### config.mk
export PLATFORM = sky130hd
export DESIGN_NAME = glcc_ctrl
export DESIGN_NICKNAME = d
export VERILOG_FILES = /design/src/rtl/glcc_pkg.sv /design/src/rtl/glcc_ctrl.sv
export SDC_FILE = /design/constraint.sdc
export NUM_CORES = 1
export LEC_CHECK = 0
export ABC_AREA = 1
export BUFFER_PORTS_ARGS = -buffer_cell sky130_fd_sc_hd__buf_4
export CAP_MARGIN = 10
export CORE_AREA = 2 2 82 84
export CTS_CLUSTER_DIAMETER = 40
export DETAILED_ROUTE_END_ITERATION = 8
export DIE_AREA = 0 0 84 86
export GPL_TIMING_DRIVEN = 0
export HOLD_SLACK_MARGIN = 0.03
export PLACE_DENSITY_LB_ADDON = 0.2
export SYNTH_ARGS = -nofsm -noshare
export SYNTH_HDL_FRONTEND = slang
export SYNTH_SLANG_ARGS = --single-unit
### constraint.sdc
create_clock -name clk_i -period 3.9 [get_ports clk_i]
set_clock_uncertainty 0.05 [all_clocks]
set_input_delay 0.78 -clock clk_i [delete_from_list [all_inputs] [get_ports clk_i]]
set_output_delay 0.78 -clock clk_i [all_outputs]
set_load 0.005 [all_outputs]
### src/rtl/glcc_pkg.sv
// package: register map, field positions and codes of the counter control
package glcc_pkg;
   localparam logic [3:0] GLCC_OFS_CLKCFG  = 4'h4;
   localparam logic [3:0] GLCC_OFS_OUTMODE = 4'h5;
   localparam logic [3:0] GLCC_OFS_EVENT   = 4'h6;
   localparam logic [3:0] GLCC_OFS_INTEN   = 4'h7;
   localparam logic [3:0] GLCC_OFS_FLAGS   = 4'h8;
   localparam logic [7:0] GLCC_RST_BYTE  = 8'h00;
   localparam logic [3:0] GLCC_RST_NIB   = 4'h0;
   localparam int GLCC_STROBE_BIT = 7;
   localparam int GLCC_FLAG_B7 = 7;
   localparam int GLCC_FLAG_B6 = 6;
   localparam int GLCC_FLAG_B5 = 5;
   localparam int GLCC_FLAG_B4 = 4;

   typedef enum logic [2:0] {
      GLCC_CFG_WIDE    = 3'h0,
      GLCC_CFG_BYTE0   = 3'h1,
      GLCC_CFG_BYTES   = 3'h2,
      GLCC_CFG_BYTE_TX = 3'h3,
      GLCC_CFG_BYTE_RX = 3'h4,
      GLCC_CFG_DUALBC  = 3'h5,
      GLCC_CFG_NIBBLES = 3'h6,
      GLCC_CFG_RSVD    = 3'h7
   } glcc_cfg_t;

   typedef enum logic [1:0] {
      GLCC_MODE_NORMAL  = 2'h0,
      GLCC_MODE_CAPTURE = 2'h1,
      GLCC_MODE_PWM     = 2'h2,
      GLCC_MODE_ONESHOT = 2'h3
   } glcc_mode_t;

   typedef enum logic [1:0] {
      GLCC_EVA_INPUT   = 2'h0,
      GLCC_EVA_FREQ    = 2'h1,
      GLCC_EVA_PW      = 2'h2,
      GLCC_EVA_RESTART = 2'h3
   } glcc_eva_t;

   // prescaler division (minus one) for codes 1..7
   localparam logic [9:0] GLCC_DIV1    = 10'h000;
   localparam logic [9:0] GLCC_DIV2    = 10'h001;
   localparam logic [9:0] GLCC_DIV4    = 10'h003;
   localparam logic [9:0] GLCC_DIV8    = 10'h007;
   localparam logic [9:0] GLCC_DIV64   = 10'h03F;
   localparam logic [9:0] GLCC_DIV256  = 10'h0FF;
   localparam logic [9:0] GLCC_DIV1024 = 10'h3FF;

   // avalon request
   typedef struct packed {
      logic       read;
      logic       write;
      logic [3:0] address;
      logic [7:0] writedata;
   } glcc_req_t;

   // counter-facing status from the datapath
   typedef struct packed {
      logic [1:0] bottom;       // bottom of counter 0 / 1
      logic       nib_lo_bot;   // bottom of low 4-bit bit counter
      logic       nib_hi_bot;   // bottom of high 4-bit bit counter
      logic [1:0] cmp_match;    // count equals channel compare value
      logic [1:0] capt_valid;   // capture register loaded
      logic [1:0] capt_read;    // capture register read by software
      logic [1:0] running;      // counter 0 / 1 counting
   } glcc_stat_t;

   // control to the datapath
   typedef struct packed {
      glcc_cfg_t  cfg;
      glcc_mode_t mode;
      logic       tick;         // one-cycle count enable
      logic [1:0] restart;      // one-cycle restart per counter
      logic [1:0] capt_en;      // capture enabled per channel
      logic [1:0] capt_kind0;   // capture kind for counter 0
      logic [1:0] capt_kind1;   // capture kind for counter 1
      logic [1:0] ev_capture;   // capture event per counter
      logic [1:0] stop_start;   // toggle run state per counter
   } glcc_ctl_t;
endpackage

### src/rtl/glcc_ctrl.sv
// control and status registers of the glue-logic timer/counter unit
`timescale 1ns/1ps
module glcc_ctrl
   import glcc_pkg::*;
(
   // clock and reset
   input  wire logic                clk_i,
   input  wire logic                rst_i,
   // avalon-mm slave
   input  wire glcc_pkg::glcc_req_t av_req_i,
   output logic [7:0]               av_readdata_o,
   output logic                     av_waitrequest_o,
   // event channels
   input  wire logic [7:0]          event_i,
   // datapath link
   input  wire glcc_pkg::glcc_stat_t stat_i,
   output glcc_pkg::glcc_ctl_t      ctl_o,
   // waveform and pins
   input  wire logic [1:0]          wave_i,
   input  wire logic [1:0]          port_out_i,
   output logic [1:0]               pin_o,
   // interrupt requests and levels
   output logic                     underflow_irq_o,
   output logic [1:0]               underflow_irq_level_o,
   output logic                     channel_irq_o,
   output logic [1:0]               channel_irq_level_o
);
   import glcc_pkg::*;

   ////////////////////////////////////////////////////////////////////////
   logic [3:0] count_clock_select_reg;
   glcc_cfg_t  counter_config_select_reg;
   logic [7:0] output_and_mode_control_reg;
   logic [7:0] event_action_control_reg;
   logic [7:0] interrupt_enable_control_reg;
   logic [7:0] interrupt_flags_reg;
   logic [7:0] interrupt_flags_next;
   logic [9:0] presc_reg;
   logic [7:0] ev_prev_reg;
   logic       ack_reg;
   logic       wr_go;
   logic       strobe;
   logic       tick;
   logic       chan_ev;
   logic [7:0] ev_rise;
   logic [1:0] command_target;
   logic [1:0] mode_raw;
   glcc_mode_t mode_eff;
   logic [1:0] eva0;
   logic [1:0] eva1;
   logic       eva_en;
   logic [1:0] set_b;
   logic [1:0] set_c;
   logic [7:0] clr_w;

   function automatic logic [9:0] div_limit(input logic [2:0] code);
      case (code)
         3'h1:    div_limit = GLCC_DIV1;
         3'h2:    div_limit = GLCC_DIV2;
         3'h3:    div_limit = GLCC_DIV4;
         3'h4:    div_limit = GLCC_DIV8;
         3'h5:    div_limit = GLCC_DIV64;
         3'h6:    div_limit = GLCC_DIV256;
         3'h7:    div_limit = GLCC_DIV1024;
         default: div_limit = GLCC_DIV1;
      endcase
   endfunction

   ////////////////////////////////////////////////////////////////////////
   // bus: one wait state, then ack; master holds request meanwhile
   assign wr_go = av_req_i.write & ack_reg;
   assign av_waitrequest_o = (av_req_i.read | av_req_i.write) & ~ack_reg;

   always_ff @(posedge clk_i or posedge rst_i) begin
      if (rst_i) begin
         ack_reg <= 1'b0;
      end else begin
         ack_reg <= (av_req_i.read | av_req_i.write) & ~ack_reg;
      end
   end

   always_ff @(posedge clk_i or posedge rst_i) begin
      if (rst_i) begin
         av_readdata_o <= GLCC_RST_BYTE;
      end else if ((av_req_i.read) & ~ack_reg) begin
         case (av_req_i.address)
            GLCC_OFS_CLKCFG:  av_readdata_o <= {1'b0,
                  counter_config_select_reg, count_clock_select_reg};
            GLCC_OFS_OUTMODE: av_readdata_o <= output_and_mode_control_reg;
            GLCC_OFS_EVENT:   av_readdata_o <= event_action_control_reg;
            GLCC_OFS_INTEN:   av_readdata_o <= interrupt_enable_control_reg;
            GLCC_OFS_FLAGS:   av_readdata_o <= interrupt_flags_reg;
            default:          av_readdata_o <= GLCC_RST_BYTE;
         endcase
      end
   end

   ////////////////////////////////////////////////////////////////////////
   // control registers
   always_ff @(posedge clk_i or posedge rst_i) begin
      if (rst_i) begin
         count_clock_select_reg    <= GLCC_RST_NIB;
         counter_config_select_reg <= GLCC_CFG_WIDE;
      end else if (wr_go && av_req_i.address == GLCC_OFS_CLKCFG) begin
         count_clock_select_reg    <= av_req_i.writedata[3:0];
         counter_config_select_reg <=
            glcc_cfg_t'(av_req_i.writedata[6:4]);
      end
   end

   always_ff @(posedge clk_i or posedge rst_i) begin
      if (rst_i) begin
         output_and_mode_control_reg  <= GLCC_RST_BYTE;
         event_action_control_reg     <= GLCC_RST_BYTE;
         interrupt_enable_control_reg <= GLCC_RST_BYTE;
      end else if (wr_go) begin
         if (av_req_i.address == GLCC_OFS_OUTMODE)
            output_and_mode_control_reg <= av_req_i.writedata;
         if (av_req_i.address == GLCC_OFS_EVENT)
            event_action_control_reg <= av_req_i.writedata;
         if (av_req_i.address == GLCC_OFS_INTEN)
            interrupt_enable_control_reg <= av_req_i.writedata;
      end
   end

   ////////////////////////////////////////////////////////////////////////
   // count tick: prescaler or event channel, shared by both counters
   always_ff @(posedge clk_i or posedge rst_i) begin
      if (rst_i) begin
         presc_reg   <= 10'h000;
         ev_prev_reg <= GLCC_RST_BYTE;
      end else begin
         ev_prev_reg <= event_i;
         if (count_clock_select_reg == GLCC_RST_NIB || tick)
            presc_reg <= 10'h000;
         else
            presc_reg <= presc_reg + 10'h001;
      end
   end

   // events are taken as level pulses; rising edge makes one tick
   assign ev_rise = event_i & ~ev_prev_reg;

   always_comb begin
      if (count_clock_select_reg[3])
         tick = ev_rise[count_clock_select_reg[2:0]];
      else if (count_clock_select_reg == GLCC_RST_NIB)
         tick = 1'b0;
      else
         // at or above: a faster rate chosen mid-count must not stall
         tick = (presc_reg >= div_limit(count_clock_select_reg[2:0]));
   end

   ////////////////////////////////////////////////////////////////////////
   // mode, events and command
   assign command_target = output_and_mode_control_reg[7:6];
   assign mode_raw       = output_and_mode_control_reg[1:0];
   assign eva_en = event_action_control_reg[7];
   assign eva1   = event_action_control_reg[6:5];
   assign eva0   = event_action_control_reg[4:3];
   assign chan_ev = ev_rise[event_action_control_reg[2:0]];
   assign strobe = wr_go && av_req_i.address == GLCC_OFS_CLKCFG
                   && av_req_i.writedata[GLCC_STROBE_BIT];

   always_comb begin
      if (counter_config_select_reg == GLCC_CFG_DUALBC)
         mode_eff = GLCC_MODE_NORMAL;
      else
         mode_eff = glcc_mode_t'(mode_raw);
   end

   always_comb begin
      ctl_o            = '0;
      ctl_o.cfg        = counter_config_select_reg;
      ctl_o.mode       = mode_eff;
      ctl_o.tick       = tick;
      ctl_o.capt_kind0 = eva0;
      ctl_o.capt_kind1 = eva1;
      ctl_o.capt_en    = (mode_eff == GLCC_MODE_CAPTURE)
                         ? output_and_mode_control_reg[3:2] : 2'h0;
      ctl_o.restart = strobe ? command_target : 2'h0;
      if (eva_en && chan_ev) begin
         if (eva0 == GLCC_EVA_RESTART)
            ctl_o.restart[0] = 1'b1;
         if (eva1 == GLCC_EVA_RESTART)
            ctl_o.restart[1] = 1'b1;
         if (mode_eff == GLCC_MODE_CAPTURE) begin
            ctl_o.ev_capture[0] = eva0 != GLCC_EVA_RESTART;
            ctl_o.ev_capture[1] = eva1 != GLCC_EVA_RESTART;
         end
         if (mode_eff == GLCC_MODE_ONESHOT) begin
            ctl_o.stop_start[0] = eva0 == GLCC_EVA_PW;
            ctl_o.stop_start[1] = eva1 == GLCC_EVA_PW;
         end
      end
   end

   ////////////////////////////////////////////////////////////////////////
   // output pins: when enabled outside capture mode, override levels when stopped, else waveform; port value otherwise
   always_ff @(posedge clk_i or posedge rst_i) begin
      if (rst_i) begin
         pin_o <= 2'h0;
      end else begin
         for (int i = 0; i < 2; i++) begin
            if (mode_eff != GLCC_MODE_CAPTURE
                && output_and_mode_control_reg[2+i]) begin
               if (count_clock_select_reg == GLCC_RST_NIB)
                  pin_o[i] <= output_and_mode_control_reg[4+i];
               else
                  pin_o[i] <= wave_i[i];
            end else begin
               pin_o[i] <= port_out_i[i];
            end
         end
      end
   end

   ////////////////////////////////////////////////////////////////////////
   // flags
   always_comb begin
      set_b = stat_i.bottom;
      if (counter_config_select_reg == GLCC_CFG_NIBBLES)
         set_b[1] = stat_i.nib_hi_bot;
      if (mode_eff == GLCC_MODE_CAPTURE)
         set_c = stat_i.capt_valid & output_and_mode_control_reg[3:2];
      else if (mode_eff == GLCC_MODE_NORMAL)
         set_c = stat_i.cmp_match;
      else
         set_c = 2'h0;
      if (counter_config_select_reg == GLCC_CFG_NIBBLES)
         set_c[1] = stat_i.nib_lo_bot;
      clr_w = (wr_go && av_req_i.address == GLCC_OFS_FLAGS)
              ? av_req_i.writedata : 8'h00;
      if (mode_eff == GLCC_MODE_CAPTURE)
         clr_w[5:4] = clr_w[5:4] | stat_i.capt_read;
      interrupt_flags_next = interrupt_flags_reg & ~{clr_w[7:4], 4'h0};
      interrupt_flags_next[7:6] = interrupt_flags_next[7:6] | set_b;
      interrupt_flags_next[5:4] = interrupt_flags_next[5:4] | set_c;
   end

   always_ff @(posedge clk_i or posedge rst_i) begin
      if (rst_i)
         interrupt_flags_reg <= GLCC_RST_BYTE;
      else
         interrupt_flags_reg <= interrupt_flags_next;
   end

   ////////////////////////////////////////////////////////////////////////
   // interrupt requests toward the multilevel controller
   always_ff @(posedge clk_i or posedge rst_i) begin
      if (rst_i) begin
         underflow_irq_o <= 1'b0;
         channel_irq_o   <= 1'b0;
      end else begin
         underflow_irq_o <= |(interrupt_flags_reg[7:6]
                              & interrupt_enable_control_reg[7:6])
                            && interrupt_enable_control_reg[3:2] != 2'h0;
         channel_irq_o <= |(interrupt_flags_reg[5:4]
                            & interrupt_enable_control_reg[5:4])
                          && interrupt_enable_control_reg[1:0] != 2'h0;
      end
   end

   assign underflow_irq_level_o = interrupt_enable_control_reg[3:2];
   assign channel_irq_level_o   = interrupt_enable_control_reg[1:0];

endmodule // glcc_ctrl

Word level (Yosys, flattened, before mapping)
Index checks and enable logic that the tools add are counted.

Add/subtract/negate cells: 1. Magnitude comparators: 3. Eq/ne operators: 22. Mux-type cells: 30. Bitwise gates (word level): 15. Reductions and logical operators: 18.

Operators by type and width (count): 10-bit case mux with 6 select lines (1); 8-bit case mux with 5 select lines (1); 10-bit two-way mux (3); 3-bit == test (second input constant) (6); 2-bit two-way mux (9); 8-bit bitwise AND (2); 4-bit by 3-bit == test with 1-bit output (second input constant) (4); 8-bit NOT (2); 1-bit two-way mux (12); 10-bit by 1-bit adder with 10-bit output (second input constant) (1); 2-bit == test (second input constant) (5); 10-bit greater-or-equal comparator (1); 1-bit logical AND (8); 3-bit by 4-bit less-than comparator with 1-bit output (second input constant) (2); 8-bit two-way mux (1); 2-bit bitwise AND (3); 1-bit binary-select mux with 3-bit select (2); 3-bit by 2-bit == test with 1-bit output (second input constant) (2); 2-bit OR (3); 2-bit AND reduction (3); 4-bit == test (second input constant) (1); 4-bit logical NOT (1); 4-bit two-way mux (1); 2-bit inequality test (second input constant) (2); other kinds (9) (13).

Bits in registers: 70. Word-level logic and storage cells: 102.

Logic depth before layout (Yosys ltp)
Gate-level depths: netlist of run 1.

Depth in word-level cells: 9. Mapped depth: 13. Mapped depth without buffers: 13.

Worst setup path before layout of run 1
No wires, ideal clock.

Path type: register to output. From: register count_clock_select_reg[1]. To: output port ctl_o[12] in the netlist's numbering. Arrival: 1562 ps. Data required time: 3070 ps. Slack: 1508 ps. Stages on the path, launching flop included: 13. Path buffers: 1. Path through: dfrtp_1 -> inv_1 -> nand2_1 -> nand2_1 -> ha_1 -> a21o_1 -> nor2_1 -> nand2_1 -> nand2_1 -> nand2_1 -> nand2_1 -> nor2_1 -> buf_4.

Longest elaborated chain between the ends: 7. Elaborated cells on any way between the ends: 15. Classes of those cells: order compare: 1; eq/ne: 6; mux: 7; reduce/logical: 1.

RTL lines: start, declared (RTL line glcc_ctrl.sv:31) `logic [3:0] count_clock_select_reg;`; start signal, assigned (RTL line glcc_ctrl.sv:105) `count_clock_select_reg <= av_req_i.writedata[3:0];`; 3-bit == test / 3-bit by 2-bit == test with 1-bit output (equally long branches) (RTL line glcc_ctrl.sv:57) `case (code)`; 10-bit case mux with 6 select lines (RTL line glcc_ctrl.sv:57); 10-bit two-way mux (RTL line glcc_ctrl.sv:147) `else if (count_clock_select_reg == GLCC_RST_NIB)`; 10-bit two-way mux (RTL line glcc_ctrl.sv:145) `if (count_clock_select_reg[3])`; 10-bit greater-or-equal comparator (RTL line glcc_ctrl.sv:151) `tick = (presc_reg >= div_limit(count_clock_select_reg[2:0]));`; 1-bit two-way mux (RTL line glcc_ctrl.sv:147); 1-bit two-way mux (*) (RTL line glcc_ctrl.sv:145); end, declared (RTL line glcc_ctrl.sv:17) `output glcc_pkg::glcc_ctl_t ctl_o,`.

Every way passes the cells marked *; elsewhere a longest branch is shown, timed or not. The select of a mux whose other input is x is not followed.

Worst setup path in the final report of run 1
From: register count_clock_select_reg[0]. To: output port ctl_o[12] in the netlist's numbering.

The elaborated chain is that of the path after synthesis.

==> results of run 1 <==
==> worst max-delay path, stage by stage (launching register included) <==
cell	delay, ps
dfrtp_1	440
nand2_1	120
inv_1	90
nand2_1	90
ha_1	330
nand2_1	80
o21ai_0	230
nor2_1	60
nand2_1	70
nand2_1	80
nor2_1	120
buf_4	120
buf_4	90
==> worst min-delay path by stage <==
stage | startpoint | to | slack, ps
2_1_floorplan | ack_reg | ack_reg | 400
3_3_place_gp | ack_reg | ack_reg | 400
3_5_place_dp | ack_reg | ack_reg | 420
4_1_cts | ack_reg | ack_reg | 430
5_1_grt | ack_reg | ack_reg | 460
6_report | rst_i | presc_reg[8] | 420
==> layout by cell type, fill, tap and decap left out, types with 7 or more instances in the layout <==
master and count:
clkbuf_8 13, nand2_1 145, nor2_1 43, nand3_1 20, nand4_1 7, buf_4 81, dfrtp_1 66, a21oi_1 8
o21ai_0 45, ha_1 11, inv_1 59, o21ai_2 8
==> metal layers <==
metal	global-route usage, %	part of all wire, %	vias up	wire (um)
met3	6.54	7.5	16	678
met5	0	0	-	0
met4	8.36	1.4	0	130
met1	38.9	46	1571	4180
li1	-	-	1637	-
met2	40.8	45	135	4070
==> stage by stage <==
stage | power [uW] | cells
floorplan | 1280 | 462
global placement | 1500 | 611
detailed placement | 1520 | 612
CTS | 2150 | 628
global route | 2280 | 628
finish | 2150 | 628
==> synth_stat cells (2+ instances only) <==
master / number / share of area, %
a21o_1: 3 / 0.62
a21oi_1: 8 / 1.1
buf_4: 9 / 1.9
buf_6: 4 / 1.2
dfrtp_1: 66 / 46
ha_1: 11 / 3.8
inv_1: 60 / 6.2
inv_2: 2 / 0.21
nand2_1: 145 / 15
nand2_2: 3 / 0.52
nand2_4: 4 / 1.2
nand3_1: 20 / 2.8
nand3b_1: 3 / 0.62
nand4_1: 7 / 1.2
nor2_1: 43 / 4.5
nor2_4: 4 / 1.2
nor3_1: 3 / 0.42
o211ai_1: 4 / 0.83
o21ai_0: 45 / 6.2
o21ai_2: 8 / 1.9
xnor2_1: 2 / 0.49
xor2_1: 2 / 0.49
==> cells by family (layout without fill, tap and decap cells) <==
| logic type | count (synthesis) | in the layout | share of synthesized area, % |
|---|---|---|---|
| flops | 66 | 66 | 45.8 |
| compound gates | 72 | 72 | 11.6 |
| fa+ha+maj | 11 | 11 | 3.82 |
| buf+inv | 76 | 165 | 9.72 |
| simple gates | 233 | 233 | 28.1 |
| xor+xnor | 4 | 4 | 0.972 |
==> final cells by class <==
type | instances | area, um2
buffer | 14 | 118
clock buffer | 15 | 186
clock inverter | 1 | 30.0
fill | 486 | 1800
inverter | 62 | 233
multi-input combinational | 320 | 1600
sequential | 66 | 1650
tap | 77 | 96.3
timing repair buffer | 73 | 561
==> power breakdown <==
part	internal, uW	switching, uW	total (uW)
registers	802	121	923
clock network	366	267	634
logic	269	328	597
==> metrics.md, run 1 <==
| Metric | Value |
|---|---|
| Syn-to-layout area delta | 24.2% |
| Max-slew violation count | 0 |
| Yosys reg bits | 66 |
| FFs w/ async S/R, synth | 100% |
| Slew HR | 62.4% |
| Syn_area_per_cell | 7.80 um2 |
| CTS tree | done |
| Per-cell routed wire length | 14.4 um |
| CTS max path bufs | 2 |
| Post-CTS Hold Fix Bufs | 0 |
| EDFF count, synth | 0 |
| Io pins | 75 |
| Root buffer cell | clkbuf_8 |
| PostCTS Resize Cnt | 0 |
| Post-layout instance area | 4480 um2 |
| Via count | 3359 |
| Layout cells sized above 1 | 22.5% |
| Setup crit end | ctl_o[12] |
| Final Core Density | 71.3% |
| 1st-iter DRT viols | 347 |
| Cell Area, Placed | 4260 um2 |
| Tightest Pin Transition | 563 ps |
| Setup violators final | 0 |
| Max-Cap Viols | 0 |
| VDD IR-drop max | 0.241 mV |
| Main synth FF type | dfrtp_1 |
| Pre-CTS WS | 1070 ps |
| H-tree Lvls | 3 |
| Worst r2r dst | presc_reg[2] |
| Die Ht | 86 um |
| Cells after Synth | 462 |
| Largest net degree at the start of global routing | 42 |
| Worst setup SP type | register |
| Hold/Removal Path Class | in2async |
| Crit path launch | count_clock_select_reg[0] |
| Final Critical Period | 3100 ps |
| DIE WIDTH | 84 um |
| Synth warn | 0 |
| Critical Path Sink Type | primary output |
| Synth Cell Area | 3600 um2 |
| Overflow after GRT | 0 |
| Worst-Skew Late Latency | 360 ps |
| Final period util | 79.5% |
| Final Hold Fails | 0 |
| Final-stage net count | 597 |
| Core footprint | 6280 um2 |
| Total GRT Usage | 27.0% |
| Fmax | 322 MHz |
| Number of global-route vias before repair | 3112 |
| Diode count | 0 |
| Final HPWL DP | 6.87 mm |
| Setup WS post-layout | 798 ps |
| Starting Density | 57.4% |
| Post-CTS Setup Repair Bufs | 0 |
| Final WL | 9.06 mm |
| Status | completed |
| Max FFs per register | 10 |
| DRC Markers | 0 |
| Via density | 5.35 |
| Antenna violations before repair | 0 |
| Reg2Reg Setup Slack | 1890 ps |
| Final TNS setup | 0 ps |
| CP max FO | 5 |
| # clock sinks | 66 |
| Reg clk slew, reported paths | 70 ps |
| WP data required | 3070 ps |
| Post-synthesis cell type count | 28 |
| RSZ-0062 raised after global routing | false |
| Reg2Reg Launch Point | count_clock_select_reg[1] |
| DRT Pass-1 Iters | 5 |
| Worst reg-to-reg path cell count | 12 |
| Total die area | 7220 um2 |
| Port bufs | 72 |
| Post-DRT Antenna Nets | 0 |
| Global-route wire length before repair | 15.2 mm |
| Worst Setup Path Type | reg2out |
| Critical Path AT | 2270 ps |
| Lkg Pwr | 0.00241 uW |
| P per Cell Area | 481 nW/um2 |
| Final RePlAce weighted congestion | 0.854 |
| CTS buffer count | 9 |
| Synthesized Nets | 513 |
| Seq/Total Area, Yosys | 45.8% |
| Row Count | 29 |
| Hold_ws | 425 ps |
No activity file was read; power rests on OpenSTA's default activity.
==> inputs of run 2 (changes only) <==
Settings changed: ABC_AREA 1 to 0, CORE_AREA 2 2 82 84 to 2 2 84 86, DIE_AREA 0 0 84 86 to 0 0 86 88.
Clock period 3.9 ns to 3.2 ns, I/O delays scaled along.
==> run 2 against run 1 <==
- global-route usage shrank 1.1 points
- non-clock buffer count grew 12
- count of clock-buffer cells in the layout fell by 4
- sequential power rose by 25%
- core utilization shrank 3.4 points
- sequential share of layout area is 0.29 points lower
- first-iteration DRC count down 51%
- the run now ends with negative setup slack left
==> metrics.md, run 2 <==
| Metric | Value |
|---|---|
| Final HPWL DP | 6.46 mm (-6.0%) |
| Yosys reg bits | 66 (unchanged) |
| Max-Cap Viols | 0 (unchanged) |
| Status | complete, but fails checks |
| Tightest Pin Transition | 705 ps (+141 ps) |
| Final period util | 101% |
| FFs w/ async S/R, synth | 100% (unchanged) |
| Row Count | 30 (+3.4%) |
| Dominant cells by area after synthesis | dfrtp_1 (46%), mux2_2 (7.8%), nand2_1 (4.7%) |
| Adder-cell share of the synthesized area | 3.83% (+0.016 points) |
| Core footprint | 6640 um2 (+5.8%) |
| Largest net degree at the start of global routing | 38 (-9.5%) |
| Io pins | 75 (unchanged) |
| Crit path largest cell delay | 390 ps (-50 ps) |
| Worst Setup Path Type | reg2out |
| Critical Path AT | 2550 ps (+280 ps) |
| Most frequent cells in the layout | buf_4 (86), dfrtp_1 (66), nand2_1 (45) |
| Hold/Removal Path Class | in2async |
| Reg2Reg Launch Point | count_clock_select_reg[1] |
| Slew HR | 52.8% (-9.6 points) |
| VDD IR-drop max | 0.364 mV (+51%) |
| CP cell instances | buf_6, o21ai_4, ha_4, and3_4, a221o_1, a221oi_4, nor2_1, o21a_1, buf_4 |
| Post-synth top area cell | dfrtp_1 |
| Diode count | 0 (unchanged) |
| Per-cell routed wire length | 18.0 um (+25%) |
| Final WL | 9.22 mm (+1.8%) |
| Worst-Skew Late Latency | 350 ps (about the same) |
| Simple logic cell fraction of the synthesized area | 19.0% (-9.1 points) |
| Global-route wire length before repair | 15.0 mm (-1.6%) |
| Slowest cell on crit path | dfrtp_1 |
| Multiplexer share of the synthesized area | 12.2% (+12 points) |
| Die Ht | 88 um (+2.3%) |
| Post-synthesis cell type count | 56 (+100%) |
| Clk network pwr share | 23.9% (-5.5 points) |
| # clock sinks | 66 (unchanged) |
| Crit path launch | count_clock_select_reg[1] |
| Total die area | 7570 um2 (+4.8%) |
| Number of global-route vias before repair | 2919 (-6.2%) |
| Yosys top cell area share | 46.0% (+0.19 points) |
| Main combinational cell family by area after synthesis | simple AND/OR/NAND/NOR gates |
| DRT Pass-1 Iters | 5 (unchanged) |
| Post-synthesis compound-gate area fraction | 12.2% (+0.64 points) |
| Reg2Reg Setup Slack | 850 ps (-1040 ps) |
| P_int | 1750 uW (+21%) |
| CTS max path bufs | 2 (unchanged) |
| Overflow after GRT | 0 (unchanged) |
| Sequential power share | 43.2% (+0.4 points) |
| Critical Path Sink Type | primary output |
| Max-slew violation count | 0 (unchanged) |
| Synthesized Nets | 390 (-24%) |
| Final-stage net count | 478 (-20%) |
| Setup WS post-layout | -39.3 ps (-838 ps) |
| Syn-to-layout area delta | 25.7% |
| Seq/Total Area, Yosys | 46.0% (+0.19 points) |
| Port bufs | 71 (-1.4%) |
| Synth Cell Area | 3590 um2 (-0.42%) |
| EDFF count, synth | 0 (unchanged) |
| Total Power | 2650 uW (+23%) |
| Cell Area, Placed | 4240 um2 (-0.44%) |
| Cells after Synth | 339 (-27%) |
| Main synth FF type | dfrtp_1 |
| 1st-iter DRT viols | 169 (-51%) |
| CTS buffer count | 9 (unchanged) |
| Worst setup SP type | register |
| Post-synth top cells | dfrtp_1 (66), nand2_1 (45), nor2_1 (27) |
| Xor/xnor share of the synthesized area | 1.95% (+0.98 points) |
| Switching portion of total power | 34.2% (+0.95 points) |
| Antenna violations before repair | 0 (unchanged) |
| Combinational fraction of design power | 33.0% (+5.3 points) |
| Total GRT Usage | 25.9% (-1.1 points) |
| Worst reg-to-reg path cell count | 10 (-2) |
| WP data required | 2510 ps (-560 ps) |
| Via density | 5.86 (+9.5%) |
| Root buffer cell | clkbuf_8 |
| Failing checks | negative setup slack |
| CTS tree | done |
| Count leader, synth | dfrtp_1 |
| Max FFs per register | 10 (unchanged) |
| Switching power | 908 uW (+27%) |
| Synth warn | 0 (unchanged) |
| Layout cells sized above 1 | 36.1% (+14 points) |
| Final RePlAce weighted congestion | 0.892 (+4.4%) |
| Most common cell after layout, fill and taps aside | buf_4 |
| Syn_area_per_cell | 10.6 um2 (+36%) |
| Reg clk slew, reported paths | 80 ps (about the same) |
| Final Critical Period | 3240 ps |
| Worst r2r dst | presc_reg[5] |
| RSZ-0062 raised after global routing | true |
| DRC Markers | 0 (unchanged) |
| H-tree Lvls | 3 (unchanged) |
| Fmax | 309 MHz |
| Final Hold Fails | 0 (unchanged) |
| CP max FO | 3 (-2) |
| DIE WIDTH | 86 um (+2.4%) |
| Post-layout instance area | 4510 um2 (+0.78%) |
| Post-CTS Hold Fix Bufs | 0 (unchanged) |
| Lkg Pwr | 0.00212 uW (-12%) |
| Setup violators final | 1 (+1) |
| Via count | 2998 (-11%) |
| P per Cell Area | 588 nW/um2 (+22%) |
| Starting Density | 54.0% (-3.4 points) |
| Post-DRT Antenna Nets | 0 (unchanged) |
==> run 2: final cells by class <==
type / instances / area [um2]
Clock buffer: 11 / 141
Inverter: 10 / 37.5
Clock inverter: 5 / 30.0
Sequential cell: 66 / 1650
Timing Repair Buffer: 78 / 598
Multi-Input combinational cell: 241 / 1810
Buffer: 21 / 140
Tap cell: 80 / 100
Fill cell: 503 / 2130
==> run 2: how the worst max path moves through the flow <==
stage                            to
after floorplan           ctl_o[12]
after global placement    ctl_o[12]
after detailed placement  ctl_o[12]
after CTS                 ctl_o[12]
after global routing      ctl_o[12]
final                     ctl_o[12]
==> run 2: worst max-delay path, delay by kind of cell (launching register included) <==
| family | cells | cell delay, ps |
|---|---|---|
| fa+ha+maj | 1 | 250 |
| simple gates | 2 | 240 |
| buf+inv | 2 | 260 |
| compound gates | 4 | 1080 |
| flops | 1 | 390 |
==> run 2: metal layers <==
| metal | vias to the layer above | part of all wire [%] | track usage, % |
|---|---|---|---|
| met1 | 1482 | 46 | 36.8 |
| met5 | - | 0 | 0 |
| met4 | 0 | 2.0 | 9.09 |
| met3 | 18 | 6.0 | 5.66 |
| li1 | 1382 | - | - |
| met2 | 116 | 46 | 39.5 |
==> run 2: logic make-up after synthesis <==
group	Yosys count
AOI/OAI and AO/OA	62
adders and majority gates	11
buffers and inverters	32
DFF	66
and+or+nand+nor	125
muxes	35
xor gates and xnor gates	8
==> run 2: power by group through the flow <==
stage | logic (uW) | registers (uW) | clock network [uW]
6_report | 875 | 1150 | 633
4_1_cts | 871 | 1130 | 636
5_1_grt | 963 | 1160 | 671
3_3_place_gp | 761 | 1130 | 0
2_1_floorplan | 528 | 1090 | 0
3_5_place_dp | 788 | 1140 | 0
==> run 2: timing repair <==
item / 4_1_cts / 5_1_grt
resized for setup: 10 / 0
endpoints found under the setup margin: 1 / 1
endpoints found under the hold margin: 0 / 0
pin swaps: 7 / 0
buffers inserted: 6 / 0
==> run 2: metrics by stage <==
stage	setup TNS (ps)	std cells	hold slack (ps)	util, %	setup WS [ps]
after detailed placement	-218	491	422	63.9	-218
after CTS	-28.9	512	353	67.9	-28.9
after global placement	-157	490	416	63.6	-157
after floorplan	0	339	422	-	152
after global routing	-146	512	350	67.9	-146
final	-39.3	512	343	67.9	-39.3
==> inputs of run 3 (changes only) <==
Settings changed: CORE_AREA 2 2 84 86 to 2 2 97 75, DIE_AREA 0 0 86 88 to 0 0 99 77.
==> run 3 against run 2 <==
- the run still ends with negative setup slack left
- register-to-register slack about the same
- worst hold slack lost 40 ps
- combinational power is 3.7% higher
- count of clock-buffer cells in the layout is 1 higher
- cell count up 1.4%
- core utilization increased by 1.4 points
- final area grew 2.4%
- sequential power barely moved
- flip-flop and latch count unchanged
- fmax about the same
- sequential share of layout area fell by 0.86 points
- critical path depth stayed put
==> metrics.md, run 3 (synthesis results as in run 2) <==
| Metric | Value |
|---|---|
| Most frequent cells in the layout | buf_4 (89), dfrtp_1 (66), nand2_1 (45) |
| Root buffer cell | clkbuf_8 |
| Crit path largest cell delay | 390 ps (about the same) |
| Final TNS setup | -39.0 ps (+0.268 ps) |
| Final WL | 9.29 mm (+0.77%) |
| Lkg Pwr | 0.00217 uW (+2.5%) |
| Post-DRT Antenna Nets | 0 (unchanged) |
| Starting Density | 53.8% (-0.20 points) |
| Slowest cell on crit path | dfrtp_1 |
| Buf+Inv Stages, Crit Path | 2 (unchanged) |
| Slew HR | 55.7% (+3.0 points) |
| Per-cell routed wire length | 17.9 um (-0.59%) |
| Failing checks | negative setup slack |
| H-tree Lvls | 3 (unchanged) |
| 1st-iter DRT viols | 134 (-21%) |
| Max FFs per register | 10 (unchanged) |
| Final HPWL DP | 6.64 mm (+2.7%) |
| CTS buffer count | 9 (unchanged) |
| Final Hold Fails | 0 (unchanged) |
| CP cell instances | buf_6, o21ai_4, ha_4, and3_4, a221o_1, a221oi_4, nor2_1, o21a_1, buf_4 |
| Crit path max-delay family | compound AO/OA/AOI/OAI gates |
| Critical Path Sink Type | primary output |
| Worst Setup Path Type | reg2out |
| RSZ-0062 raised after global routing | true |
| Worst-Skew Late Latency | 350 ps (about the same) |
| Hold/Removal Path Class | in2async |
| Via density | 5.78 (-1.3%) |
| Combinational fraction of design power | 30.9% (-2.1 points) |
| # clock sinks | 66 (unchanged) |
| Most common cell after layout, fill and taps aside | buf_4 |
| P_int | 2030 uW (+16%) |
| Port bufs | 71 (unchanged) |
| Layout cells sized above 1 | 36.6% (+0.44 points) |
| WP data required | 2510 ps (about the same) |
| Global-route wire length before repair | 15.3 mm (+2.2%) |
| Antenna violations before repair | 0 (unchanged) |
| Multi-input gate area | 1810 um2 (unchanged) |
| Clk network pwr share | 30.3% (+6.4 points) |
| Diode count | 0 (unchanged) |
| Total GRT Usage | 26.0% (about the same) |
| Filler cells | 499 (-0.80%) |
| Status | complete, but fails checks |
| Largest net degree at the start of global routing | 42 (+11%) |
| Post-CTS Hold Fix Bufs | 0 (unchanged) |
| Tightest Pin Transition | 660 ps (-44.4 ps) |
| DRC Markers | 0 (unchanged) |
| Core footprint | 6670 um2 (+0.38%) |
| Setup violators final | 1 (unchanged) |
| Final period util | 101% (about the same) |
| Via count | 2998 (unchanged) |
| Syn-to-layout area delta | 28.8% |
| Setup WS post-layout | -39.0 ps (+0.268 ps) |
| Reg clk slew, reported paths | 80 ps (about the same) |
| Row Count | 26 (-13%) |
| Worst setup SP type | register |
| Switching power | 912 uW (+0.45%) |
| Die Ht | 77 um (-13%) |
| Fmax | 309 MHz (about the same) |
| DRT Pass-1 Iters | 5 (unchanged) |
| Sequential power share | 38.9% (-4.3 points) |
| Number of global-route vias before repair | 2919 (unchanged) |
| Final RePlAce weighted congestion | 0.872 (-2.2%) |
| Final Core Density | 69.3% (+1.4 points) |
| Overflow after GRT | 0 (unchanged) |
| Critical Path AT | 2550 ps (about the same) |
| Final-stage net count | 481 (+0.63%) |
| Switching portion of total power | 31.0% (-3.2 points) |
| Io pins | 75 (unchanged) |
| Max-Cap Viols | 0 (unchanged) |
| Storage element area | 1650 um2 (unchanged) |
| CTS max path bufs | 2 (unchanged) |
| CTS tree | done |
| P per Cell Area | 636 nW/um2 (+8.1%) |
| Final Critical Period | 3240 ps (-0.268 ps) |
| Total die area | 7620 um2 (+0.73%) |
| Max-slew violation count | 0 (unchanged) |
| CP max FO | 3 (unchanged) |
| VDD IR-drop max | 0.285 mV (-22%) |
| DIE WIDTH | 99 um (+15%) |
## run 3: cell count changes in the layout (fill, tap and decap cells not counted)
cell,before,now
buf_4,86,89
bufinv_16,0,3
clkbuf_8,10,11
clkinv_2,3,0
clkinvlp_4,2,1
## run 3: area by class of cell
type / instances / share of cell area (%)
Sequential cell: 66 / 35.7
Tap cell: 84 / 2.27
Clock buffer: 12 / 3.36
Multi-Input combinational cell: 241 / 39.3
Timing Repair Buffer: 81 / 13.4
Inverter: 10 / 0.812
Clock inverter: 4 / 2.11
Buffer: 21 / 3.03
## run 3: worst paths after layout
| kind | end | slack (ps) | cells after the start | startpoint |
|---|---|---|---|---|
| hold / removal | av_readdata_o[5] | 300 | 2 | rst_i |
| setup / recovery | ctl_o[12] | -40 | 9 | count_clock_select_reg[1] |
| min in group clk_i | ev_prev_reg[4] | 360 | 1 | event_i[4] |
| setup reg to reg | presc_reg[4] | 860 | 9 | count_clock_select_reg[1] |
| max in group asynchronous | output_and_mode_control_reg[2] | 2170 | 3 | rst_i |
| hold reg to reg | av_readdata_o[4] | 430 | 2 | av_readdata_o[4] |
## run 3: power by group through the flow
stage / clock (uW) / combinational (uW) / sequential [uW]
after floorplan: 0 / 528 / 1090
after global routing: 935 / 998 / 1160
after global placement: 0 / 766 / 1140
after detailed placement: 0 / 795 / 1140
final: 889 / 907 / 1140
after CTS: 897 / 903 / 1140
## run 3: metrics by stage
stage / hold WS [ps] / power [uW] / instances / setup WS, ps / cell area, um2
after global placement: 417 / 1900 / 494 / -131 / 4230
after CTS: 319 / 2940 / 519 / -36.7 / 4620
after global routing: 353 / 3100 / 519 / -139 / 4620
after detailed placement: 421 / 1940 / 495 / -186 / 4250
after floorplan: 422 / 1620 / 339 / 152 / 3590
final: 304 / 2940 / 519 / -39.0 / 4620
## run 3: what timing repair did
| item | in CTS | in global routing |
|---|---|---|
| endpoints found under the setup margin | 1 | 1 |
| setup buffers | 9 | 0 |
| gates resized for setup | 10 | 0 |
| pin swaps | 7 | 0 |
## run 3: layer usage
metal  global-route usage [%]  part of all wire [%]  up-vias
li1                         -                     -     1391
met1                     38.6                    47     1461
met2                     36.8                    44      131
met3                     7.20                   7.2       15
met4                     8.08                   1.4        0
met5                        0                     0        -
